### config.mk
export PLATFORM = sky130hd
export DESIGN_NAME = phase_limit_freq_status_regs
export DESIGN_NICKNAME = d
export VERILOG_FILES = /design/src/phase_limit_freq_status_regs.v
export VERILOG_INCLUDE_DIRS = /design/src
export SDC_FILE = /design/constraint.sdc
export NUM_CORES = 1
export LEC_CHECK = 0
export ABC_AREA = 0
export CAP_MARGIN = 5
export CORE_MARGIN = 10
export CORE_UTILIZATION = 60
export DETAILED_ROUTE_END_ITERATION = 10
export DONT_BUFFER_PORTS = 1
export PLACE_DENSITY_LB_ADDON = 0.05
export SLEW_MARGIN = 40
export SYNTH_ARGS = -nofsm -noshare
export SYNTH_HDL_FRONTEND = slang
export SYNTH_SLANG_ARGS = --single-unit
export TNS_END_PERCENT = 100
### constraint.sdc
create_clock -name clk -period 2.7 [get_ports clk]
set_input_delay 0.405 -clock clk [delete_from_list [all_inputs] [get_ports clk]]
set_output_delay 0.405 -clock clk [all_outputs]
set_load 0.02 [all_outputs]
### src/phase_limit_freq_status_regs.vh
// register offsets, field layouts and reset values of the limit/frequency/phase register slice
`ifndef PHASE_LIMIT_FREQ_STATUS_REGS_VH
`define PHASE_LIMIT_FREQ_STATUS_REGS_VH

`define OFS_PER_PHASE_LIMIT_FLAGS     8'h2d
`define OFS_PER_PHASE_LIMIT_THRESHOLD 8'h2e
`define OFS_SWITCHING_RATE_STATUS     8'h2f
`define OFS_SWITCHING_RATE_CONFIG     8'h30
`define OFS_STEP_DOWN_SHED_ENABLE     8'h31
`define OFS_POWER_SAVING_PIN_STATE    8'h32
`define OFS_PHASE_ENABLE_STATUS       8'h33

`define CODE_W                        5
`define CODE_MSB                      4
`define PSI_MSB                       1
`define PHASES_MSB                    3
`define SEL_RATE_BIT                  5
`define SEL_LIMIT_BIT                 2
`define SHED_EN_BIT                   0

`define RST_LIMIT_THRESHOLD           5'h00
`define RST_RATE_STATUS               5'h00
`define RST_RATE_CONFIG               5'h00
`define RST_SHED_EN                   1'h1
`define RST_PSI_STATE                 2'h0
`define RST_BYTE                      8'h00

`define KHZ_W                         11
`define COL_P1_LSB                    0
`define COL_P2_LSB                    11
`define COL_P3_LSB                    22
`define COL_P4_LSB                    33

`endif

### src/phase_limit_freq_status_regs.v
// register slice for per-phase limit, switching rate, step-down shedding and phase status
`timescale 1ns/10ps
`include "phase_limit_freq_status_regs.vh"
// Summary of operation
// (RULE_01) limit flag bit n follows phase n+1
// (RULE_02) threshold code is five bits, upper reserved
// (RULE_03) programmed threshold used only when selected
// (RULE_04) resistor threshold tracked continuously by default
// (RULE_05) rate code captured from pin at power-on
// (RULE_06) programmed rate used when both selects set
// (RULE_07) rate code five bits maps to frequency
// (RULE_08) status reports even codes, config takes all
// (RULE_09) bit 0 enables step-down shedding, resets one
// (RULE_10) power-saving pin level in bits 1:0
// (RULE_11) phase enable status in bits 3:0
// (RULE_12) host writes same byte to both selects
// (RULE_13) frequency column follows active phase count
module phase_limit_freq_status_regs #(
    parameter PHASE_FLAGS = 8,
    parameter PHASES      = 4
) (
    // clock, reset, enable
    input  wire                  clk,
    input  wire                  rst,
    input  wire                  ce,
    // register port from the serial interface engine
    input  wire [7:0]            reg_addr,
    input  wire                  reg_wr,
    input  wire [7:0]            reg_wdata,
    input  wire                  reg_rd,
    output reg  [7:0]            reg_rdata,
    // selection registers held elsewhere
    input  wire [7:0]            select_a,
    input  wire [7:0]            select_b,
    // sensed analog state
    input  wire [PHASE_FLAGS-1:0] phase_in_limit,
    input  wire [`CODE_MSB:0]    limit_resistor_code,
    input  wire [`CODE_MSB:0]    rate_set_code,
    input  wire [`PSI_MSB:0]     power_saving_input_level,
    input  wire [PHASES-1:0]     phase_enabled,
    // settings to the modulator
    output reg  [`CODE_MSB:0]    active_limit_code,
    output reg  [`CODE_MSB:0]    active_rate_code,
    output reg  [`KHZ_W-1:0]     switch_freq_khz,
    output reg                   step_down_shed_en
);

    wire [PHASE_FLAGS-1:0] limit_flags;
    reg [`CODE_MSB:0]     limit_threshold;
    reg [`CODE_MSB:0]     rate_status;
    reg                   rate_captured;
    reg [`CODE_MSB:0]     rate_config;
    reg [`PSI_MSB:0]      psi_state;
    reg [PHASES-1:0]      phase_state;
    reg [2:0]             active_count;
    reg [`KHZ_W-1:0]      next_freq;
    reg [7:0]             next_rdata;
    reg [4*`KHZ_W-1:0]    rate_cols;
    integer               i;
    genvar                g;

    // a select pair that disagrees leaves the resistor-derived setting in charge
    wire use_limit_reg = select_a[`SEL_LIMIT_BIT] & select_b[`SEL_LIMIT_BIT];
    wire use_rate_reg  = select_a[`SEL_RATE_BIT] & select_b[`SEL_RATE_BIT];

    // packed frequency row {4 phase, 3 phase, 2 phase, 1 phase} in kHz
    function [4*`KHZ_W-1:0] rate_row;
        input [`CODE_MSB:0] code;
        begin
            case (code)
                5'h00: rate_row = {11'd221,  11'd293,  11'd223,  11'd232};
                5'h01: rate_row = {11'd244,  11'd329,  11'd243,  11'd252};
                5'h02: rate_row = {11'd266,  11'd358,  11'd264,  11'd272};
                5'h03: rate_row = {11'd293,  11'd381,  11'd294,  11'd297};
                5'h04: rate_row = {11'd307,  11'd407,  11'd317,  11'd322};
                5'h05: rate_row = {11'd333,  11'd450,  11'd335,  11'd340};
                5'h06: rate_row = {11'd351,  11'd480,  11'd352,  11'd361};
                5'h07: rate_row = {11'd373,  11'd510,  11'd380,  11'd385};
                5'h08: rate_row = {11'd394,  11'd530,  11'd399,  11'd413};
                5'h09: rate_row = {11'd421,  11'd562,  11'd420,  11'd435};
                5'h0a: rate_row = {11'd449,  11'd600,  11'd436,  11'd456};
                5'h0b: rate_row = {11'd469,  11'd614,  11'd454,  11'd478};
                5'h0c: rate_row = {11'd479,  11'd631,  11'd483,  11'd500};
                5'h0d: rate_row = {11'd509,  11'd663,  11'd508,  11'd509};
                5'h0e: rate_row = {11'd518,  11'd688,  11'd526,  11'd518};
                5'h0f: rate_row = {11'd543,  11'd722,  11'd543,  11'd540};
                5'h10: rate_row = {11'd581,  11'd789,  11'd583,  11'd578};
                5'h11: rate_row = {11'd649,  11'd859,  11'd656,  11'd638};
                5'h12: rate_row = {11'd708,  11'd930,  11'd698,  11'd698};
                5'h13: rate_row = {11'd751,  11'd1010, 11'd771,  11'd758};
                5'h14: rate_row = {11'd799,  11'd1095, 11'd807,  11'd818};
                5'h15: rate_row = {11'd866,  11'd1147, 11'd860,  11'd878};
                5'h16: rate_row = {11'd919,  11'd1233, 11'd899,  11'd938};
                5'h17: rate_row = {11'd964,  11'd1260, 11'd950,  11'd972};
                5'h18: rate_row = {11'd993,  11'd1341, 11'd1003, 11'd1014};
                5'h19: rate_row = {11'd1059, 11'd1372, 11'd1052, 11'd1067};
                5'h1a: rate_row = {11'd1098, 11'd1450, 11'd1096, 11'd1106};
                5'h1b: rate_row = {11'd1141, 11'd1539, 11'd1154, 11'd1155};
                5'h1c: rate_row = {11'd1200, 11'd1619, 11'd1205, 11'd1201};
                5'h1d: rate_row = {11'd1236, 11'd1618, 11'd1227, 11'd1245};
                5'h1e: rate_row = {11'd1291, 11'd1674, 11'd1274, 11'd1280};
                default: rate_row = {11'd1312, 11'd1724, 11'd1316, 11'd1330};
            endcase
        end
    endfunction

    // frequency column chosen by the number of phases currently enabled
    // zero enabled phases falls back to the single-phase column
    always @* begin
        active_count = 3'h0;
        rate_cols    = rate_row(active_rate_code);
        for (i = 0; i < PHASES; i = i + 1) begin
            active_count = active_count + {2'h0, phase_state[i]};
        end
        case (active_count)
            3'h4:    next_freq = rate_cols[`COL_P4_LSB +: `KHZ_W]; // RULE_13
            3'h3:    next_freq = rate_cols[`COL_P3_LSB +: `KHZ_W]; // RULE_13
            3'h2:    next_freq = rate_cols[`COL_P2_LSB +: `KHZ_W]; // RULE_13
            default: next_freq = rate_cols[`COL_P1_LSB +: `KHZ_W]; // RULE_13
        endcase
    end

    // read mux; reserved bits and unmapped offsets read zero
    always @* begin
        next_rdata = `RST_BYTE;
        case (reg_addr)
            `OFS_PER_PHASE_LIMIT_FLAGS:     next_rdata = limit_flags; // RULE_01
            `OFS_PER_PHASE_LIMIT_THRESHOLD: next_rdata = {3'h0, limit_threshold}; // RULE_02
            `OFS_SWITCHING_RATE_STATUS:     next_rdata = {3'h0, rate_status}; // RULE_07
            `OFS_SWITCHING_RATE_CONFIG:     next_rdata = {3'h0, rate_config}; // RULE_07
            `OFS_STEP_DOWN_SHED_ENABLE:     next_rdata = {7'h00, step_down_shed_en}; // RULE_09
            `OFS_POWER_SAVING_PIN_STATE:    next_rdata = {6'h00, psi_state}; // RULE_10
            `OFS_PHASE_ENABLE_STATUS:       next_rdata = {4'h0, phase_state}; // RULE_11
            default:                        next_rdata = `RST_BYTE;
        endcase
    end

    // one flop per phase flag, so the flag drops on the next enabled edge after the phase leaves limiting
    generate
        for (g = 0; g < PHASE_FLAGS; g = g + 1) begin : g_limit_flag
            reg flag;
            always @(posedge clk or posedge rst) begin
                if (rst) begin
                    flag <= 1'b0;
                end else if (ce) begin
                    flag <= phase_in_limit[g]; // RULE_01
                end
            end
            assign limit_flags[g] = flag;
        end
    endgenerate

    // sampled pin and phase state, refreshed on every enabled edge
    always @(posedge clk or posedge rst) begin
        if (rst) begin
            psi_state     <= `RST_PSI_STATE;
            phase_state   <= {PHASES{1'b0}};
            rate_status   <= `RST_RATE_STATUS;
            rate_captured <= 1'b0;
        end else if (ce) begin
            psi_state   <= power_saving_input_level; // RULE_10
            phase_state <= phase_enabled; // RULE_11
            // pin resistor only resolves even codes, so the odd step is dropped;
            // the pin is not looked at again until the next reset
            if (!rate_captured) begin
                rate_status   <= {rate_set_code[`CODE_MSB:1], 1'b0}; // RULE_05 RULE_08
                rate_captured <= 1'b1; // RULE_05
            end
        end
    end

    // host writes; read-only and unmapped offsets are ignored
    always @(posedge clk or posedge rst) begin
        if (rst) begin
            limit_threshold   <= `RST_LIMIT_THRESHOLD;
            rate_config       <= `RST_RATE_CONFIG;
            step_down_shed_en <= `RST_SHED_EN;
        end else if (ce && reg_wr) begin
            case (reg_addr)
                `OFS_PER_PHASE_LIMIT_THRESHOLD:
                    limit_threshold <= reg_wdata[`CODE_MSB:0]; // RULE_02
                `OFS_SWITCHING_RATE_CONFIG:
                    rate_config <= reg_wdata[`CODE_MSB:0]; // RULE_08
                `OFS_STEP_DOWN_SHED_ENABLE:
                    step_down_shed_en <= reg_wdata[`SHED_EN_BIT]; // RULE_09
                default: ;
            endcase
        end
    end

    // settings to the modulator lag the registers by one edge, the frequency by two
    always @(posedge clk or posedge rst) begin
        if (rst) begin
            active_limit_code <= `RST_LIMIT_THRESHOLD;
            active_rate_code  <= `RST_RATE_STATUS;
            switch_freq_khz   <= {`KHZ_W{1'b0}};
        end else if (ce) begin
            // selection waits for both select bytes to set the bit
            if (use_limit_reg) begin
                active_limit_code <= limit_threshold; // RULE_03 RULE_12
            end else begin
                active_limit_code <= limit_resistor_code; // RULE_04
            end
            if (use_rate_reg) begin
                active_rate_code <= rate_config; // RULE_06 RULE_12
            end else begin
                active_rate_code <= rate_status; // RULE_06
            end
            switch_freq_khz <= next_freq; // RULE_07
        end
    end

    // read data holds between reads, so the serial engine may shift it out late
    always @(posedge clk or posedge rst) begin
        if (rst) begin
            reg_rdata <= `RST_BYTE;
        end else if (ce && reg_rd) begin
            reg_rdata <= next_rdata;
        end
    end

endmodule // phase_limit_freq_status_regs

==> run_summary.xml <==
<?xml version="1.0" encoding="UTF-8"?>
<metrics>
  <group name="outcome">
    <metric name="run_status" unit="">completed</metric>
  </group>
  <group name="worst_setup_path">
    <metric name="critical_path_buf_inv_count" unit="">4</metric>
    <metric name="worst_path_dominant_cell_family" unit="">adder cells</metric>
    <metric name="cp_cell_sequence" unit="">inv_2, fa_1, inv_1, ha_2, buf_4, and3b_1, buf_4, a21oi_1, o22ai_1, a41oi_1, mux2_2</metric>
    <metric name="setup.worst_path.start_class" unit="">flip-flop</metric>
    <metric name="worst-setup-path-type" unit="">flip-flop to flip-flop</metric>
    <metric name="worst_path_max_delay_cell" unit="">sky130_fd_sc_hd__fa_1</metric>
    <metric name="timing.critical_path.mode_cell" unit="">sky130_fd_sc_hd__buf_4</metric>
    <metric name="slowest_delay" unit="ns">0.54</metric>
    <metric name="worstSetupEndpointType" unit="">flip-flop</metric>
    <metric name="cp_max_fo" unit="">5</metric>
    <metric name="critical_path_arrival" unit="ns">2.87</metric>
    <metric name="req_time_crit_path" unit="ns">2.92</metric>
  </group>
  <group name="grt">
    <metric name="grt_antenna_before_repair" unit="">0</metric>
    <metric name="grt_first_pass_wirelength" unit="µm">24860</metric>
    <metric name="grt_pass1_vias" unit="">4356</metric>
    <metric name="grt_max_degree" unit="">65</metric>
    <metric name="grt_overflow" unit="">0</metric>
    <metric name="globalRouteTotalUtil" unit="%">26.39</metric>
  </group>
  <group name="drt">
    <metric name="drt.antenna.violating_nets" unit="">0</metric>
    <metric name="drt_drc_violations_left" unit="">0</metric>
    <metric name="detailed_router_iteration_count_before_antenna_repair" unit="">5</metric>
    <metric name="postRouteWirelength" unit="µm">16130</metric>
    <metric name="routedWlPerCell" unit="µm">24.32</metric>
    <metric name="drt-vias-per-instance" unit="">6.991</metric>
    <metric name="dr.first_iter.drc_count" unit="">658</metric>
    <metric name="dr_total_vias" unit="">4635</metric>
  </group>
  <group name="min_path">
    <metric name="hp-class" unit="">input port to asynchronous set/reset pin</metric>
  </group>
  <group name="sta">
    <metric name="worstMarginPinSlew" unit="ns">0.6239</metric>
    <metric name="clock_skew" unit="ns">0.01535</metric>
    <metric name="finalCriticalPeriod" unit="ns">2.655</metric>
    <metric name="worst_slew_margin" unit="%">58.36</metric>
    <metric name="final_min_period_over_clock_period" unit="%">98.33</metric>
    <metric name="report.final.hold_viol_count" unit="">0</metric>
    <metric name="maxClockFrequency" unit="GHz">0.3767</metric>
    <metric name="final_number_of_max_transition_violations" unit="">0</metric>
    <metric name="rsz0062_at_grt" unit="">yes</metric>
    <metric name="setup-violations-final" unit="">0</metric>
    <metric name="finalHoldWorstSlack" unit="ns">0.009155</metric>
  </group>
  <group name="cells_and_area">
    <metric name="multiInputGateArea" unit="µm²">3029</metric>
    <metric name="fin_cells" unit="">663</metric>
    <metric name="register_area" unit="µm²">1480</metric>
    <metric name="finish.net_count" unit="">634</metric>
    <metric name="area_growth" unit="%">9.479</metric>
    <metric name="layout.cells.most_common" unit="">sky130_fd_sc_hd__dfrtp_1</metric>
    <metric name="drive_gt1_share" unit="%">20.68</metric>
    <metric name="fillerInstances" unit="">632</metric>
    <metric name="fin_util" unit="%">67.72</metric>
    <metric name="postLayoutCellArea" unit="µm²">5260</metric>
    <metric name="layout.cells.most_common_list" unit="">sky130_fd_sc_hd__dfrtp_1 (56), sky130_fd_sc_hd__buf_4 (42), sky130_fd_sc_hd__nand2_1 (41)</metric>
    <metric name="antenna_cells_inserted" unit="">0</metric>
  </group>
  <group name="synthesis">
    <metric name="synthesis.area_per_instance" unit="µm²">8.704</metric>
    <metric name="number_of_flops_mapped_to_enable_cells_by_yosys" unit="">0</metric>
    <metric name="synth.yosys.seq_area_share" unit="%">30.76</metric>
    <metric name="dominantRegCellSynth" unit="">sky130_fd_sc_hd__dfrtp_1</metric>
    <metric name="synth_largest_area_cell" unit="">sky130_fd_sc_hd__dfrtp_1</metric>
    <metric name="synthDistinctLibCells" unit="">74</metric>
    <metric name="netlist_instances" unit="">552</metric>
    <metric name="ys_async_sr_fraction" unit="%">100.0</metric>
    <metric name="yosys_register_bits" unit="">59</metric>
    <metric name="synth_top_area_share" unit="%">30.21</metric>
    <metric name="synth_area_leaders" unit="">sky130_fd_sc_hd__dfrtp_1 (30%), sky130_fd_sc_hd__mux2_2 (6.3%), sky130_fd_sc_hd__ha_1 (4.2%), sky130_fd_sc_hd__a21oi_1 (4.0%), sky130_fd_sc_hd__mux2i_1 (3.3%)</metric>
    <metric name="yosysWarnings" unit="">0</metric>
    <metric name="syn-num-nets" unit="">630</metric>
    <metric name="mapped_cell_area" unit="µm²">4805</metric>
  </group>
  <group name="power_and_ir_drop">
    <metric name="static-leakage-power" unit="µW">0.002165</metric>
    <metric name="power.density" unit="nW/µm²">635.6</metric>
    <metric name="vdd.ir_drop.worst" unit="µV">598.2</metric>
  </group>
  <group name="floorplanning">
    <metric name="die_width" unit="µm">109.5</metric>
    <metric name="die_area" unit="µm²">11990</metric>
    <metric name="core_area" unit="µm²">7767</metric>
    <metric name="start_util" unit="%">61.86</metric>
    <metric name="ios" unit="">91</metric>
    <metric name="chipHeight" unit="µm">109.5</metric>
    <metric name="row_count" unit="">32</metric>
  </group>
  <group name="place">
    <metric name="post-dp-hpwl" unit="µm">11630</metric>
    <metric name="gpl.final_weighted_congestion" unit="">0.9974</metric>
    <metric name="io_buffers" unit="">0</metric>
    <metric name="place.detailed.instances" unit="">645</metric>
    <metric name="placed_cell_area" unit="µm²">4964</metric>
  </group>
  <group name="clock_tree">
    <metric name="clk_pin_slew_worst_paths" unit="ns">0.08</metric>
    <metric name="cts_tree" unit="">built</metric>
    <metric name="cts_made_buffers" unit="">9</metric>
    <metric name="root_buffer" unit="">sky130_fd_sc_hd__clkbuf_8</metric>
    <metric name="clock_buffer_depth" unit="">2</metric>
    <metric name="cts_num_sinks" unit="">59</metric>
    <metric name="worst_skew_pair.late_latency" unit="ns">0.34</metric>
    <metric name="cts.htree.levels" unit="">3</metric>
  </group>
  <group name="run">
    <metric name="max-cap-violations" unit="">0</metric>
  </group>
</metrics>
## worst paths after layout
path                                 startpoint                   end  slack, ns  depth (start not counted)
hold reg to reg            g_limit_flag[7].flag  g_limit_flag[7].flag       0.51                          1
setup reg to reg                 phase_state[3]    switch_freq_khz[9]       0.05                         11
min in group clk                             ce   active_rate_code[3]       0.16                          1
setup / recovery                 phase_state[3]    switch_freq_khz[9]       0.05                         11
max in group asynchronous                   rst        rate_status[2]       1.92                          2
hold / removal                              rst    switch_freq_khz[2]      0.009                          1
## metal layers
layer | up-vias | track usage, % | part of all wire (%)
met4 | 0 | 9.480 | 3.0
li1 | 2070 | - | -
met3 | 49 | 7.958 | 13
met5 | - | 0 | 0
met1 | 2170 | 36.98 | 40
met2 | 346 | 37.44 | 43
## kinds of logic after synthesis
family	synth area share [%]
AO/OA/AOI/OAI	25.70
multiplexers	12.24
flip-flops	30.76
AND/OR/NAND/NOR	19.40
adder cells (fa/ha/maj)	4.583
buffers and inverters	7.318
## cell type report
class	count	share of cell area, %
Multi-Input combinational cell	427	57.59
Sequential cell	59	28.14
Timing Repair Buffer	43	6.375
Clock buffer	12	2.950
Tap cell	102	2.426
Clock inverter	4	1.380
Inverter	16	1.142
## synthesized netlist by cell type, types with 4 or more instances
master and instances:
sky130_fd_sc_hd__dfrtp_1 58, sky130_fd_sc_hd__nand2_1 41, sky130_fd_sc_hd__nor2_1 39, sky130_fd_sc_hd__a21oi_1 38, sky130_fd_sc_hd__o21ai_0 32, sky130_fd_sc_hd__mux2_2 27
sky130_fd_sc_hd__buf_2 23, sky130_fd_sc_hd__nor2b_1 19, sky130_fd_sc_hd__ha_1 16, sky130_fd_sc_hd__mux2i_1 16, sky130_fd_sc_hd__nand2b_1 16, sky130_fd_sc_hd__nand3_1 15
sky130_fd_sc_hd__inv_1 13, sky130_fd_sc_hd__a31oi_1 12, sky130_fd_sc_hd__a211oi_1 10, sky130_fd_sc_hd__nor3_1 10, sky130_fd_sc_hd__a211o_1 9, sky130_fd_sc_hd__clkbuf_1 9
sky130_fd_sc_hd__buf_6 8, sky130_fd_sc_hd__o22ai_1 8, sky130_fd_sc_hd__mux2_1 7, sky130_fd_sc_hd__o311ai_1 7, sky130_fd_sc_hd__buf_1 6, sky130_fd_sc_hd__o211ai_1 6
sky130_fd_sc_hd__o21ai_1 6, sky130_fd_sc_hd__o221ai_1 6, sky130_fd_sc_hd__a221oi_1 5, sky130_fd_sc_hd__a41oi_1 5, sky130_fd_sc_hd__and2_1 5, sky130_fd_sc_hd__a32oi_1 4
sky130_fd_sc_hd__buf_4 4
## worst register-to-register path: stages, from the launching register on
cell and delay, ns:
sky130_fd_sc_hd__dfrtp_1 0.37, sky130_fd_sc_hd__inv_2 0.05, sky130_fd_sc_hd__fa_1 0.54, sky130_fd_sc_hd__inv_1 0.05, sky130_fd_sc_hd__ha_2 0.36, sky130_fd_sc_hd__buf_4 0.15, sky130_fd_sc_hd__and3b_1 0.22, sky130_fd_sc_hd__buf_4 0.17
sky130_fd_sc_hd__a21oi_1 0.07, sky130_fd_sc_hd__o22ai_1 0.22, sky130_fd_sc_hd__a41oi_1 0.07, sky130_fd_sc_hd__mux2_2 0.28
## flip-flops by register name (all words and copies together), names as in the netlist
name and cells:
reg_rdata 8, phase_state 4, limit_threshold 5, rate_captured 1
rate_status 4, step_down_shed_en 1, rate_config 5, g_limit_flag.flag 8
active_limit_code 5, active_rate_code 5, switch_freq_khz 11, psi_state 2
## power by group
| part | total (µW) | switching [µW] | internal (µW) |
|---|---|---|---|
| clock | 931 | 362 | 569 |
| combinational | 1230 | 713 | 520 |
| sequential | 1180 | 190 | 990 |
## stage by stage
step	setup WS [ns]	TNS (ns)	power (µW)
after global placement	-0.01300	-0.01300	2329
final	0.04514	0	3343
after detailed placement	-0.05995	-0.05995	2341
after floorplan	0.2062	0	1971
after CTS	0.01981	0	3284
after global routing	-0.02760	-0.05224	3486
## what timing repair did
item                       4_1_cts  5_1_grt
hold buffers                     0        0
setup endpoints to repair        3       10
pin swaps                        0        7
buffers inserted                 0        3
resized for setup                2       11
Note: power is estimated with default switching activity, not from simulation.
